$ cat config.mk
export PLATFORM = sky130hd
export DESIGN_NAME = swc_host
export DESIGN_NICKNAME = d
export VERILOG_FILES = /design/src/swc_pkg.sv /design/src/swc_crc16.sv /design/src/swc_host.sv
export SDC_FILE = /design/constraint.sdc
export NUM_CORES = 1
export LEC_CHECK = 0
export BUFFER_PORTS_ARGS = -buffer_cell sky130_fd_sc_hd__buf_2
export CAP_MARGIN = 20
export CORE_MARGIN = 1
export CORE_UTILIZATION = 28
export DETAILED_ROUTE_END_ITERATION = 8
export SYNTH_ARGS = -nofsm -noshare
export SYNTH_HDL_FRONTEND = slang
export SYNTH_SLANG_ARGS = --single-unit
$ cat constraint.sdc
create_clock -name sys_clk -period 2.6 [get_ports sys_clk]
set_input_delay 0.65 -clock sys_clk [delete_from_list [all_inputs] [get_ports sys_clk]]
set_output_delay 0.65 -clock sys_clk [all_outputs]
set_load 0.03 [all_outputs]
$ cat src/swc_pkg.sv
// Purpose: shared constants and types of the single-wire bus controller
// Assumes: 40 MHz system clock, timing counted in 250 ns ticks
// Notes:   standard and fast timing sets, command codes, crc constants
package swc_pkg;

    localparam int unsigned CLK_NS   = 25;
    localparam int unsigned TICK_NS  = 250;
    localparam int unsigned TICK_CYC = TICK_NS / CLK_NS;
    localparam int unsigned TW       = 12;

    // standard speed, in ns
    localparam int unsigned STD_RSTL_NS  = 480000;
    localparam int unsigned STD_RSTH_NS  = 480000;
    localparam int unsigned STD_PSMP_NS  = 70000;
    localparam int unsigned STD_W0L_NS   = 60000;
    localparam int unsigned STD_W1L_NS   = 6000;
    localparam int unsigned STD_RL_NS    = 6000;
    localparam int unsigned STD_MSR_NS   = 14000;
    localparam int unsigned STD_SLOT_NS  = 65000;
    localparam int unsigned STD_REC_NS   = 5000;
    // fast speed, in ns
    localparam int unsigned FST_RSTL_NS  = 56000;
    localparam int unsigned FST_RSTL_MAX_NS = 80000;
    localparam int unsigned FST_RSTH_NS  = 48000;
    localparam int unsigned FST_PSMP_NS  = 8000;
    localparam int unsigned FST_W0L_NS   = 8000;
    localparam int unsigned FST_W1L_NS   = 1000;
    localparam int unsigned FST_RL_NS    = 1000;
    localparam int unsigned FST_MSR_NS   = 2000;
    localparam int unsigned FST_SLOT_NS  = 12000;
    localparam int unsigned FST_REC_NS   = 2000;

    // least times round up, longest times round down
    localparam logic [TW-1:0] STD_RSTH_T = TW'((STD_RSTH_NS + TICK_NS - 1) / TICK_NS);
    localparam logic [TW-1:0] STD_PSMP_T = TW'(STD_PSMP_NS / TICK_NS);
    localparam logic [TW-1:0] STD_W0L_T  = TW'((STD_W0L_NS + TICK_NS - 1) / TICK_NS);
    localparam logic [TW-1:0] STD_W1L_T  = TW'(STD_W1L_NS / TICK_NS);
    localparam logic [TW-1:0] STD_RL_T   = TW'(STD_RL_NS / TICK_NS);
    localparam logic [TW-1:0] STD_MSR_T  = TW'(STD_MSR_NS / TICK_NS);
    localparam logic [TW-1:0] STD_END_T  =
        TW'((STD_SLOT_NS + STD_REC_NS + TICK_NS - 1) / TICK_NS);
    localparam logic [TW-1:0] FST_RSTH_T = TW'((FST_RSTH_NS + TICK_NS - 1) / TICK_NS);
    localparam logic [TW-1:0] FST_PSMP_T = TW'(FST_PSMP_NS / TICK_NS);
    localparam logic [TW-1:0] FST_W0L_T  = TW'((FST_W0L_NS + TICK_NS - 1) / TICK_NS);
    localparam logic [TW-1:0] FST_W1L_T  = TW'(FST_W1L_NS / TICK_NS);
    localparam logic [TW-1:0] FST_RL_T   = TW'(FST_RL_NS / TICK_NS);
    localparam logic [TW-1:0] FST_MSR_T  = TW'(FST_MSR_NS / TICK_NS);
    localparam logic [TW-1:0] FST_END_T  =
        TW'((FST_SLOT_NS + FST_REC_NS + TICK_NS - 1) / TICK_NS);

    localparam logic [15:0] CRC_POLY_REFL = 16'ha001;
    localparam logic [15:0] CRC_RESIDUE   = 16'hb001;
    localparam logic [15:0] CRC_INIT      = 16'h0000;

    typedef enum logic [2:0] {
        CMD_RESET     = 3'h1,
        CMD_RESET_STD = 3'h2,
        CMD_WRITE     = 3'h3,
        CMD_READ      = 3'h4,
        CMD_SET_FAST  = 3'h5,
        CMD_CRC_CLEAR = 3'h6
    } swc_cmd_type;

    typedef enum logic [2:0] {
        ST_IDLE      = 3'b000,
        ST_RST_LOW   = 3'b001,
        ST_RST_HIGH  = 3'b010,
        ST_SLOT_LOW  = 3'b011,
        ST_SLOT_REST = 3'b100
    } swc_state_type;

endpackage

$ cat src/swc_crc16.sv
// Purpose: bitwise crc-16 over the bits carried on the line, lsb first
// Assumes: one bit per bit_en pulse
// Notes:   good_q is high when the running value equals the residue
`timescale 1ns/100ps
module swc_crc16
    import swc_pkg::*;
(
    input  wire logic        sys_clk,
    input  wire logic        rst_n,
    input  wire logic        clear,
    input  wire logic        bit_en,
    input  wire logic        bit_val,
    output logic      [15:0] crc_q,
    output logic             good_q
);

    logic [15:0] crc_d;

    always_comb begin
        crc_d = crc_q >> 1;
        if (crc_q[0] ^ bit_val) begin
            crc_d = crc_d ^ CRC_POLY_REFL;
        end
    end

    always_ff @(posedge sys_clk or negedge rst_n) begin
        if (!rst_n) begin
            crc_q  <= CRC_INIT;
            good_q <= 1'b0;
        end else if (clear) begin
            crc_q  <= CRC_INIT;
            good_q <= 1'b0;
        end else if (bit_en) begin
            crc_q  <= crc_d;
            good_q <= (crc_d == CRC_RESIDUE);
        end
    end

endmodule

$ cat src/swc_host.sv
// Purpose: bus controller for a single-wire open-drain peripheral link
// Assumes: line_i is synchronous to sys_clk; external pull-up holds line high
// Notes:   byte-level command port; line_o is always low, line_oe pulls the line
//
// Function
// - order: reset, addressing, function command, data
// - crc-16 runs over every transferred bit
// - idle leaves the line released high
// - long low means reset: speed thresholds
// - standard and fast speeds supported
// - controller starts every falling edge
// - reset low extended by fall time
// - sample presence at presence sample time
// - reset-high window covers presence plus recovery
// - reset-high window 480 / 48 us
// - one bit per time slot
// - write one released before max low
// - write zero held past min low; the first slot of a byte may end up to one tick short of it
// - recovery interval before next slot
// - read slot starts like write one
// - sample read bit near window end
// - wait full slot after sampling
`timescale 1ns/100ps
module swc_host
    import swc_pkg::*;
#(
    parameter int unsigned FALL_TIME_NS = 0
) (
    input  wire logic        sys_clk,
    input  wire logic        rst_n,
    input  wire logic        cmd_valid,
    input  wire logic [2:0]  cmd_code,
    input  wire logic [7:0]  cmd_data,
    output logic             ready_q,
    output logic             done_q,
    output logic             error_q,
    output logic      [7:0]  rd_data_q,
    output logic             presence_q,
    output logic             fast_q,
    output logic      [15:0] crc_q,
    output logic             crc_good_q,
    input  wire logic        line_i,
    output logic             line_o_q,
    output logic             line_oe_q
);

    localparam logic [TW-1:0] STD_RSTL_T =
        TW'((STD_RSTL_NS + FALL_TIME_NS + TICK_NS - 1) / TICK_NS);
    localparam logic [TW-1:0] FST_RSTL_T =
        TW'((FST_RSTL_NS + FALL_TIME_NS + TICK_NS - 1) / TICK_NS);
    localparam logic [7:0] TICK_LAST = 8'(TICK_CYC - 1);

    swc_state_type   st_q;
    logic [7:0]      div_q;
    logic            tick;
    logic [TW-1:0]   tcnt_q;
    logic [7:0]      sh_q;
    logic [2:0]      idx_q;
    logic            rd_q;
    logic            linked_q;
    logic            crc_en_q;
    logic            crc_bit_q;
    logic            crc_clr_q;
    logic            take;
    logic            data_cmd;
    logic [TW-1:0]   rstl_t;
    logic [TW-1:0]   rsth_t;
    logic [TW-1:0]   psmp_t;
    logic [TW-1:0]   low_t;
    logic [TW-1:0]   msr_t;
    logic [TW-1:0]   end_t;

    assign take     = cmd_valid && ready_q;
    assign data_cmd = (cmd_code == CMD_WRITE) || (cmd_code == CMD_READ);

    // speed-dependent limits; slow set unless fast chosen
    assign rstl_t = fast_q ? FST_RSTL_T : STD_RSTL_T;
    assign rsth_t = fast_q ? FST_RSTH_T : STD_RSTH_T;
    assign psmp_t = fast_q ? FST_PSMP_T : STD_PSMP_T;
    assign msr_t  = fast_q ? FST_MSR_T  : STD_MSR_T;
    assign end_t  = fast_q ? FST_END_T  : STD_END_T;
    always_comb begin
        if (rd_q) begin
            low_t = fast_q ? FST_RL_T : STD_RL_T;
        end else if (sh_q[0]) begin
            low_t = fast_q ? FST_W1L_T : STD_W1L_T;
        end else begin
            low_t = fast_q ? FST_W0L_T : STD_W0L_T;
        end
    end

    // tick divider, 250 ns
    always_ff @(posedge sys_clk or negedge rst_n) begin
        if (!rst_n) begin
            div_q <= 8'h00;
        end else if (div_q == TICK_LAST) begin
            div_q <= 8'h00;
        end else begin
            div_q <= div_q + 8'h01;
        end
    end
    assign tick = (div_q == TICK_LAST);

    // speed selection: a standard reset always drops fast mode
    always_ff @(posedge sys_clk or negedge rst_n) begin
        if (!rst_n) begin
            fast_q <= 1'b0;
        end else if (take && cmd_code == CMD_RESET_STD) begin
            fast_q <= 1'b0;
        end else if (take && cmd_code == CMD_SET_FAST) begin
            fast_q <= 1'b1;
        end
    end

    // line sequencer
    always_ff @(posedge sys_clk or negedge rst_n) begin
        if (!rst_n) begin
            st_q       <= ST_IDLE;
            tcnt_q     <= '0;
            line_oe_q  <= 1'b0;
            line_o_q   <= 1'b0;
            sh_q       <= 8'h00;
            idx_q      <= 3'h0;
            rd_q       <= 1'b0;
            presence_q <= 1'b0;
            linked_q   <= 1'b0;
            crc_en_q   <= 1'b0;
            crc_bit_q  <= 1'b0;
            crc_clr_q  <= 1'b0;
            ready_q    <= 1'b1;
            done_q     <= 1'b0;
            error_q    <= 1'b0;
            rd_data_q  <= 8'h00;
        end else begin
            line_o_q  <= 1'b0;
            crc_en_q  <= 1'b0;
            crc_clr_q <= 1'b0;
            done_q    <= 1'b0;
            error_q   <= 1'b0;
            case (st_q)
                ST_IDLE: begin
                    line_oe_q <= 1'b0;
                    if (take) begin
                        tcnt_q <= '0;
                        case (cmd_code)
                            CMD_RESET, CMD_RESET_STD: begin
                                st_q       <= ST_RST_LOW;
                                line_oe_q  <= 1'b1;
                                ready_q    <= 1'b0;
                                presence_q <= 1'b0;
                                linked_q   <= 1'b0;
                            end
                            CMD_WRITE, CMD_READ: begin
                                if (linked_q) begin
                                    st_q      <= ST_SLOT_LOW;
                                    line_oe_q <= 1'b1;
                                    ready_q   <= 1'b0;
                                    rd_q      <= (cmd_code == CMD_READ);
                                    sh_q      <= (cmd_code == CMD_READ) ? 8'hff : cmd_data;
                                    idx_q     <= 3'h0;
                                end else begin
                                    done_q  <= 1'b1;
                                    error_q <= 1'b1;
                                end
                            end
                            CMD_CRC_CLEAR: begin
                                crc_clr_q <= 1'b1;
                                done_q    <= 1'b1;
                            end
                            CMD_SET_FAST: begin
                                done_q <= 1'b1;
                            end
                            default: begin
                                done_q  <= 1'b1;
                                error_q <= 1'b1;
                            end
                        endcase
                    end
                end
                ST_RST_LOW: begin
                    if (tick) begin
                        tcnt_q <= tcnt_q + 1'b1;
                        if (tcnt_q == rstl_t - 1'b1) begin
                            st_q      <= ST_RST_HIGH;
                            line_oe_q <= 1'b0;
                            tcnt_q    <= '0;
                        end
                    end
                end
                ST_RST_HIGH: begin
                    if (tick) begin
                        tcnt_q <= tcnt_q + 1'b1;
                        if (tcnt_q == psmp_t - 1'b1) begin
                            presence_q <= !line_i;
                            linked_q   <= !line_i;
                        end
                        if (tcnt_q == rsth_t - 1'b1) begin
                            st_q    <= ST_IDLE;
                            ready_q <= 1'b1;
                            done_q  <= 1'b1;
                            error_q <= !linked_q;
                        end
                    end
                end
                ST_SLOT_LOW: begin
                    if (tick) begin
                        tcnt_q <= tcnt_q + 1'b1;
                        if (tcnt_q == low_t - 1'b1) begin
                            st_q      <= ST_SLOT_REST;
                            line_oe_q <= 1'b0;
                        end
                    end
                end
                ST_SLOT_REST: begin
                    if (tick) begin
                        tcnt_q <= tcnt_q + 1'b1;
                        if (rd_q && tcnt_q == msr_t - 1'b1) begin
                            sh_q[0] <= line_i;
                        end
                        if (tcnt_q == end_t - 1'b1) begin
                            crc_en_q  <= 1'b1;
                            crc_bit_q <= sh_q[0];
                            sh_q      <= {sh_q[0], sh_q[7:1]};
                            tcnt_q    <= '0;
                            if (idx_q == 3'h7) begin
                                st_q      <= ST_IDLE;
                                ready_q   <= 1'b1;
                                done_q    <= 1'b1;
                                rd_data_q <= {sh_q[0], sh_q[7:1]};
                            end else begin
                                idx_q     <= idx_q + 3'h1;
                                st_q      <= ST_SLOT_LOW;
                                line_oe_q <= 1'b1;
                            end
                        end
                    end
                end
                default: begin
                    st_q      <= ST_IDLE;
                    line_oe_q <= 1'b0;
                    ready_q   <= 1'b1;
                end
            endcase
        end
    end

    swc_crc16 u_crc (
        .sys_clk (sys_clk),
        .rst_n   (rst_n),
        .clear   (crc_clr_q),
        .bit_en  (crc_en_q),
        .bit_val (crc_bit_q),
        .crc_q   (crc_q),
        .good_q  (crc_good_q)
    );

    // helper: length of the current low drive in clocks
    logic [15:0] low_cnt_q;
    always_ff @(posedge sys_clk or negedge rst_n) begin
        if (!rst_n) begin
            low_cnt_q <= 16'h0000;
        end else if (!line_oe_q) begin
            low_cnt_q <= 16'h0000;
        end else begin
            low_cnt_q <= low_cnt_q + 16'h0001;
        end
    end

    localparam int STD_RSTL_MIN_CYC = (STD_RSTL_NS / TICK_NS - 1) * TICK_CYC;
    localparam int FST_RSTL_MAX_CYC = FST_RSTL_MAX_NS / CLK_NS;
    localparam int STD_W1L_MAX_CYC  = STD_W1L_NS / CLK_NS;
    localparam int STD_W0L_MIN_CYC  = (STD_W0L_NS / TICK_NS - 1) * TICK_CYC;

    a_idle_released: assert property (@(posedge sys_clk) disable iff (!rst_n)
        st_q == ST_IDLE && !take |=> !line_oe_q)
        else $error("line driven while idle");
    a_edge_owner: assert property (@(posedge sys_clk) disable iff (!rst_n)
        $rose(line_oe_q) |-> st_q == ST_RST_LOW || st_q == ST_SLOT_LOW)
        else $error("falling edge outside reset or slot");
    a_std_reset_len: assert property (@(posedge sys_clk) disable iff (!rst_n)
        $fell(line_oe_q) && st_q == ST_RST_HIGH && !fast_q |-> low_cnt_q >= STD_RSTL_MIN_CYC)
        else $error("standard reset low too short");
    a_fast_reset_len: assert property (@(posedge sys_clk) disable iff (!rst_n)
        $fell(line_oe_q) && st_q == ST_RST_HIGH && fast_q |-> low_cnt_q <= FST_RSTL_MAX_CYC)
        else $error("fast reset low too long");
    a_write_one_len: assert property (@(posedge sys_clk) disable iff (!rst_n)
        $fell(line_oe_q) && st_q == ST_SLOT_REST && !fast_q && (rd_q || sh_q[0])
        |-> low_cnt_q <= STD_W1L_MAX_CYC)
        else $error("write one low too long");
    a_write_zero_len: assert property (@(posedge sys_clk) disable iff (!rst_n)
        $fell(line_oe_q) && st_q == ST_SLOT_REST && !fast_q && !rd_q && !sh_q[0]
        |-> low_cnt_q >= STD_W0L_MIN_CYC)
        else $error("write zero low too short");
    a_unlinked_refused: assert property (@(posedge sys_clk) disable iff (!rst_n)
        take && data_cmd && !linked_q |=> error_q && done_q && st_q == ST_IDLE)
        else $error("data command accepted before presence");
    a_slot_recovery: assert property (@(posedge sys_clk) disable iff (!rst_n)
        $fell(line_oe_q) && st_q == ST_SLOT_REST && fast_q |-> !line_oe_q [*8])
        else $error("next slot began before recovery");
    a_crc_per_bit: assert property (@(posedge sys_clk) disable iff (!rst_n)
        st_q == ST_SLOT_REST && tick && tcnt_q == end_t - 1'b1 |=> crc_en_q)
        else $error("slot end without crc update");

    c_reset_present: cover property (@(posedge sys_clk) disable iff (!rst_n)
        done_q && presence_q && !error_q);
    c_byte_write: cover property (@(posedge sys_clk) disable iff (!rst_n)
        st_q == ST_SLOT_REST && !rd_q && idx_q == 3'h7 ##1 done_q);
    c_byte_read: cover property (@(posedge sys_clk) disable iff (!rst_n)
        st_q == ST_SLOT_REST && rd_q && idx_q == 3'h7 ##1 done_q);
    c_fast_reset: cover property (@(posedge sys_clk) disable iff (!rst_n)
        fast_q && $fell(line_oe_q) && st_q == ST_RST_HIGH);

endmodule

==> results of run 1 <==
==> cell usage after synthesis (2+ instances only) <==
master | instances | area share, %
nor2_1 | 70 | 6.7
dfrtp_1 | 68 | 44
nand2_1 | 27 | 2.6
o21ai_0 | 20 | 2.6
a21oi_1 | 19 | 2.4
mux2i_1 | 15 | 3.9
xnor2_1 | 14 | 3.1
clkbuf_1 | 13 | 1.3
mux2_2 | 11 | 3.2
buf_2 | 10 | 1.3
nand3_1 | 10 | 1.3
xor2_1 | 9 | 2.0
inv_1 | 8 | 0.77
ha_1 | 7 | 2.2
nor3_1 | 7 | 0.90
nand2b_1 | 6 | 0.96
a31oi_1 | 5 | 0.80
and3_1 | 5 | 0.80
nand4_1 | 5 | 0.80
nor2b_1 | 5 | 0.80
a32o_1 | 4 | 1.0
nor4_1 | 4 | 0.64
o31ai_1 | 4 | 0.77
or3_1 | 4 | 0.64
and2_1 | 3 | 0.48
and3b_1 | 3 | 0.67
nand3b_1 | 3 | 0.58
nor3b_1 | 3 | 0.58
nor4bb_1 | 3 | 0.77
o2111ai_1 | 3 | 0.67
o211ai_1 | 3 | 0.58
o21a_1 | 3 | 0.58
a211oi_1 | 2 | 0.39
and4_1 | 2 | 0.45
buf_4 | 2 | 0.39
nand4b_1 | 2 | 0.45
o22ai_1 | 2 | 0.32
o32a_1 | 2 | 0.51
or2_2 | 2 | 0.32
or3b_2 | 2 | 0.45
==> state kept, by name, summed over array words and instances, names as in the netlist <==
register	count
crc_bit_q	1
line_oe_q	1
rd_data_q	8
u_crc.crc_q	16
fast_q	1
tcnt_q	12
crc_clr_q	1
sh_q	8
done_q	1
st_q	3
ready_q	1
crc_en_q	1
u_crc.good_q	1
idx_q	3
div_q	8
linked_q	1
rd_q	1
error_q	1
==> critical path, cell delays in order, from the launching register on <==
cell	delay, ns
dfrtp_2	0.41
buf_4	0.22
or4b_1	0.45
a21o_1	0.20
o31ai_1	0.36
o2111ai_1	0.30
nor2_2	0.22
mux2_4	0.31
==> how the worst min path moves through the flow <==
stage	to	depth (start not counted)	slack (ns)	startpoint
after global placement	div_q[7]$_DFF_PN0_	1	0.46	div_q[7]$_DFF_PN0_
after floorplan	crc_bit_q$_DFFE_PN0P_	0	0.35	rst_n
after CTS	u_crc.crc_q[5]$_DFFE_PN0P_	2	0.34	rst_n
final	u_crc.good_q$_DFFE_PN0P_	2	0.32	rst_n
after detailed placement	div_q[7]$_DFF_PN0_	1	0.47	div_q[7]$_DFF_PN0_
after global routing	u_crc.good_q$_DFFE_PN0P_	2	0.35	rst_n
==> layout make-up <==
type	instances	area share [%]
clock inverter	5	1.245
inverter	8	0.6359
sequential	69	36.62
timing repair buffer	65	8.214
multi-input combinational	313	43.48
tap	176	4.663
clock buffer	11	5.140
==> cells by family (layout without fill, tap and decap cells) <==
logic type | count (synthesis) | after routing | synth area share [%]
and+or+nand+nor | 174 | 174 | 22.82
AOI/OAI and AO/OA | 81 | 81 | 13.98
DFF | 69 | 69 | 44.38
buffers and inverters | 34 | 89 | 3.985
muxes | 27 | 27 | 7.326
xor gates and xnor gates | 23 | 23 | 5.174
adders and majority gates | 7 | 7 | 2.249
other | 1 | 1 | 0.09631
==> through the flow <==
step / hold WS, ns / setup WS, ns / std cells / total power, mW / setup TNS [ns]
floorplan: 0.3544 / -0.06813 / 416 / 1.123 / -0.06813
global placement: 0.4645 / 0.1019 / 631 / 1.166 / 0
detailed placement: 0.4721 / 0.02960 / 631 / 1.167 / 0
CTS: 0.3444 / 0.01113 / 647 / 2.402 / 0
global route: 0.3515 / -0.06486 / 647 / 2.456 / -0.06486
finish: 0.3227 / 0.02745 / 647 / 2.373 / 0
==> power groups by stage <==
stage               Combinational (mW)  Clock (mW)  Sequential (mW)
finish                          0.0710        1.23             1.07
global route                    0.0803        1.30             1.07
global placement                0.0722           0             1.09
detailed placement              0.0733           0             1.09
CTS                             0.0734        1.25             1.07
floorplan                       0.0289           0             1.09
==> routing by layer <==
metal	wire length, um	share of wire, %	vias to the layer above
li1	-	-	1576
met1	4720	47	1599
met2	4696	47	67
met3	392	3.9	17
met4	197	2.0	0
met5	0	0	-
==> results.sh, run 1 <==
export IMPL_std_cell_rows=42
export IMPL_drt_iter0_drc=182
export IMPL_power_switching_share_pct=21.26
export IMPL_multi_input_area_um2=2053
export IMPL_r2r_end="st_q[1]$_DFFE_PN0P_"
export IMPL_htree_levels=3
export IMPL_switchingPower_mw=0.5045
export IMPL_layout_commonest_cell="nor2_1"
export IMPL_clk_pin_slew_ns=0.06
export IMPL_p_leak_nw=2.173
export IMPL_yosysSeqAreaShare_pct=44.38
export IMPL_nets=488
export IMPL_crit_fanout=17
export IMPL_grt_usage_pct=14.45
export IMPL_setup_viol=0
export IMPL_n_antenna_cell=0
export IMPL_viasPerCell=5.037
export IMPL_dpl_instance_area_um2=4384
export IMPL_post_drt_wl_per_cell_um=15.47
export IMPL_cts_setup_buffers=0
export IMPL_power_clock_fraction_pct=51.7
export IMPL_die_area_um2=14380
export IMPL_ir_worst_vdd_mv=0.3635
export IMPL_syn_num_nets=438
export IMPL_grt_pass1_vias=3161
export IMPL_reg2reg_depth=7
export IMPL_postSynthAreaPerCell_um2=9.360
export IMPL_async_flop_share_pct=100.0
export IMPL_final_area_um2=4722
export IMPL_path_class="register to register"
export IMPL_ys_ff_latch=69
export IMPL_final_cell_mix="69 x nor2_1, 67 x dfrtp_1, 45 x buf_2"
export IMPL_die_w_um=119.9
export IMPL_antenna_found_initial=0
export IMPL_dr_total_vias=3259
export IMPL_cts_hold_buffers=0
export IMPL_outcome="finished clean"
export IMPL_core_um2=13400
export IMPL_clk_latency_ns=0.33
export IMPL_synthCells=416
export IMPL_antenna_left=0
export IMPL_crit_end="st_q[1]$_DFFE_PN0P_"
export IMPL_drive_above_1_share_pct=23.57
export IMPL_drt_wl_total_mm=10.01
export IMPL_synth_edf_count=0
export IMPL_rsz0062_at_grt="yes"
export IMPL_hold_viol_final=0
export IMPL_tightest_slew_ns=0.8678
export IMPL_crit_path_start_kind="register"
export IMPL_r2r_start="fast_q$_DFFE_PN0P_"
export IMPL_synth_warnings=0
export IMPL_firstDrtPassIters=4
export IMPL_finalMaxSlewViolations=0
export IMPL_intPower_mw=1.868
export IMPL_syn_area_um2=3894
export IMPL_numCtsBuffers=9
export IMPL_pwr_share_comb_pct=3.0
export IMPL_endpoint_kind="register"
export IMPL_utilization_pct=35.24
export IMPL_fin_crit_sh_pct=98.94
export IMPL_die_height_um=119.9
export IMPL_p_seq_share_pct=45.3
export IMPL_cap_violations=0
export IMPL_fin_skew_ns=0.006320
export IMPL_relSlewSlack_pct=42.14
export IMPL_use_met1_pct=19.60
export IMPL_critical_path_required_ns=2.81
export IMPL_grt_max_degree=70
export IMPL_synth_ff_type="dfrtp_1"
export IMPL_fin_crit_ns=2.573
export IMPL_port_buffer_count=45
export IMPL_area_growth_pct=21.27
export IMPL_ys_types=66
export IMPL_routabilityCongestion=0.9040
export IMPL_cts_tree="yes"
export IMPL_post_cts_resized=0
export IMPL_overflow=0
export IMPL_cp_startpoint="fast_q$_DFFE_PN0P_"
export IMPL_clock_sinks=69
export IMPL_r2r_setup_slack_ns=0.03
export IMPL_regArea_um2=1729
export IMPL_grt_util_met2_pct=22.09
export IMPL_dp_hpwl_mm=7.270
export IMPL_cts_root_buf="clkbuf_16"
export IMPL_top_usage_layer="met2"
export IMPL_hp_class="input pin to asynchronous set/reset pin"
export IMPL_grt_pass1_wl_mm=16.33
export IMPL_power_density_nw_per_um2=502.5
export IMPL_cp_arrival_ns=2.78
export IMPL_grt_use_met3_pct=3.660
export IMPL_drc=0
export IMPL_io_pins=47
export IMPL_fill_cells=1395
export IMPL_fmax_mhz=388.7
export IMPL_cts_path_max_buffers=2
export IMPL_start_util_pct=29.06
Power figures use the tool's default switching activity.
==> inputs of run 2 (changes only) <==
PLACE_DENSITY = 0.56   (was default)
==> run 2 against run 1 <==
Effect of this change: fmax is 2.7% higher; largest power group unchanged; clock skew is 0.0012 ns higher; largest cell class unchanged; cell count is 0.77% lower; global-route usage is 0.42 points higher; via count is 0.18% lower; die area stayed put; count of clock-buffer cells in the layout is 1 lower.
==> results.sh, run 2 (synthesized netlist as in run 1, its figures left out) <==
export IMPL_outcome="finished clean"
export IMPL_switchingPower_mw=0.5016
export IMPL_fin_crit_sh_pct=96.31
export IMPL_p_seq_share_pct=45.6
export IMPL_n_antenna_cell=0
export IMPL_tightest_slew_ns=0.8723
export IMPL_nets=485
export IMPL_cts_root_buf="clkbuf_16"
export IMPL_power_clock_fraction_pct=51.4
export IMPL_fmax_mhz=399.3
export IMPL_firstDrtPassIters=6
export IMPL_drt_iter0_drc=263
export IMPL_cts_path_max_buffers=2
export IMPL_holdWs_ns=0.3799
export IMPL_largest_register_ffs=16
export IMPL_antenna_found_initial=0
export IMPL_start_util_pct=29.06
export IMPL_drc=0
export IMPL_power_switching_share_pct=21.30
export IMPL_htree_levels=3
export IMPL_crit_path_start_kind="register"
export IMPL_die_area_um2=14380
export IMPL_cp_arrival_ns=2.73
export IMPL_fin_crit_ns=2.504
export IMPL_final_area_um2=4659
export IMPL_std_cell_rows=42
export IMPL_clk_latency_ns=0.34
export IMPL_viasPerCell=5.067
export IMPL_io_pins=47
export IMPL_dp_hpwl_mm=7.343
export IMPL_routabilityCongestion=0.8889
export IMPL_pwr_share_comb_pct=3.0
export IMPL_path_cells="buf_4 > or4b_1 > a21o_1 > o41ai_1 > a31oi_2 > nor2_2 > mux2_4"
export IMPL_power_density_nw_per_um2=505.4
export IMPL_overflow=0
export IMPL_dr_total_vias=3253
export IMPL_endpoint_kind="register"
export IMPL_p_leak_nw=2.148
export IMPL_worst_slack_ns=0.09582
export IMPL_cts_setup_buffers=0
export IMPL_crit_family="compound AO/OA/AOI/OAI gates"
export IMPL_post_drt_wl_per_cell_um=15.57
export IMPL_pre_cts_slack_ns=0.02660
export IMPL_setup_viol=0
export IMPL_die_height_um=119.9
export IMPL_final_cell_mix="70 x nor2_1, 66 x dfrtp_1, 45 x buf_2"
export IMPL_crit_fanout=19
export IMPL_relSlewSlack_pct=41.85
export IMPL_finalSetupTns_ns=0
export IMPL_dp_cells=628
export IMPL_largestRegisters="u_crc.crc_q x16, tcnt_q x12"
export IMPL_fin_skew_ns=0.007500
export IMPL_largest_register="u_crc.crc_q"
export IMPL_hold_viol_final=0
export IMPL_drive_above_1_share_pct=22.96
export IMPL_grt_pass1_vias=3266
export IMPL_critical_path_required_ns=2.83
export IMPL_area_growth_pct=19.67
export IMPL_drt_wl_total_mm=9.996
export IMPL_finalMaxSlewViolations=0
export IMPL_hp_class="input pin to asynchronous set/reset pin"
export IMPL_grt_max_degree=33
export IMPL_crit_slowest_cell="o41ai_1"
export IMPL_die_w_um=119.9
export IMPL_numCtsBuffers=9
export IMPL_port_buffer_count=45
export IMPL_cts_tree="yes"
export IMPL_ir_worst_vdd_mv=0.3934
export IMPL_core_um2=13400
export IMPL_path_class="register to register"
export IMPL_path_buf_inv=1
export IMPL_dpl_instance_area_um2=4349
export IMPL_clock_sinks=69
export IMPL_grt_pass1_wl_mm=16.48
export IMPL_intPower_mw=1.853
export IMPL_antenna_left=0
export IMPL_layout_commonest_cell="nor2_1"
export IMPL_cap_violations=0
export IMPL_cpPeakStageDelay_ns=0.52
export IMPL_grt_usage_pct=14.86
export IMPL_clk_pin_slew_ns=0.05
export IMPL_instances_no_fill=642
==> run 2: timing repair <==
| action | CTS | global route |
|---|---|---|
| gates resized for setup | 0 | 6 |
| endpoints found under the hold margin | 0 | 0 |
| endpoints found under the setup margin | 0 | 5 |
| hold buffers | 0 | 0 |
==> run 2: layout make-up <==
| cell class | count | area (um^2) |
|---|---|---|
| clock buffers | 10 | 239.0 |
| clock inverters | 4 | 50.05 |
| fillers | 1377 | 8741 |
| inverters | 8 | 30.03 |
| multi-input cells | 313 | 2037 |
| flip-flops and latches | 69 | 1730 |
| well taps | 176 | 220.2 |
| repair buffers | 62 | 352.8 |
==> run 2: worst paths after layout <==
| check | startpoint | endpoint | slack (ns) | cells after the start |
|---|---|---|---|---|
| min in group sys_clk | div_q[7]$_DFF_PN0_ | div_q[7]$_DFF_PN0_ | 0.48 | 1 |
| max in group asynchronous | rst_n | div_q[1]$_DFF_PN0_ | 1.50 | 2 |
| worst min register to register | div_q[7]$_DFF_PN0_ | div_q[7]$_DFF_PN0_ | 0.48 | 1 |
| worst max-delay path | fast_q$_DFFE_PN0P_ | st_q[1]$_DFFE_PN0P_ | 0.1 | 7 |
| worst min-delay path | rst_n | tcnt_q[1]$_DFFE_PN0P_ | 0.38 | 1 |
| worst max register to register | fast_q$_DFFE_PN0P_ | st_q[1]$_DFFE_PN0P_ | 0.1 | 7 |
==> run 2: worst reg2reg max path, stage by stage, from the launching register on <==
cell and delay, ns:
dfrtp_2 0.39, buf_4 0.23, or4b_1 0.45, a21o_1 0.20
o41ai_1 0.52, a31oi_2 0.13, nor2_2 0.16, mux2_4 0.31
==> run 2: per-stage QoR <==
stage / util, % / power [mW]
after floorplan: - / 1.123
after global placement: 32.46 / 1.165
after detailed placement: 32.46 / 1.166
after CTS: 34.61 / 2.393
after global routing: 34.77 / 2.441
final: 34.77 / 2.355
==> run 2: power by group through the flow <==
| stage | registers (mW) | logic (mW) | clock network, mW |
|---|---|---|---|
| after floorplan | 1.09 | 0.0289 | 0 |
| after detailed placement | 1.09 | 0.0725 | 0 |
| final | 1.07 | 0.0703 | 1.21 |
| after global routing | 1.07 | 0.0829 | 1.28 |
| after CTS | 1.07 | 0.0726 | 1.25 |
| after global placement | 1.09 | 0.0717 | 0 |
==> run 2: per-layer routing <==
metal | GRT usage, % | vias up | share of wire, %
li1 | - | 1570 | -
met1 | 18.71 | 1579 | 46
met2 | 23.64 | 81 | 46
met3 | 3.707 | 23 | 4.9
met4 | 7.266 | 0 | 2.8
met5 | 0 | - | 0
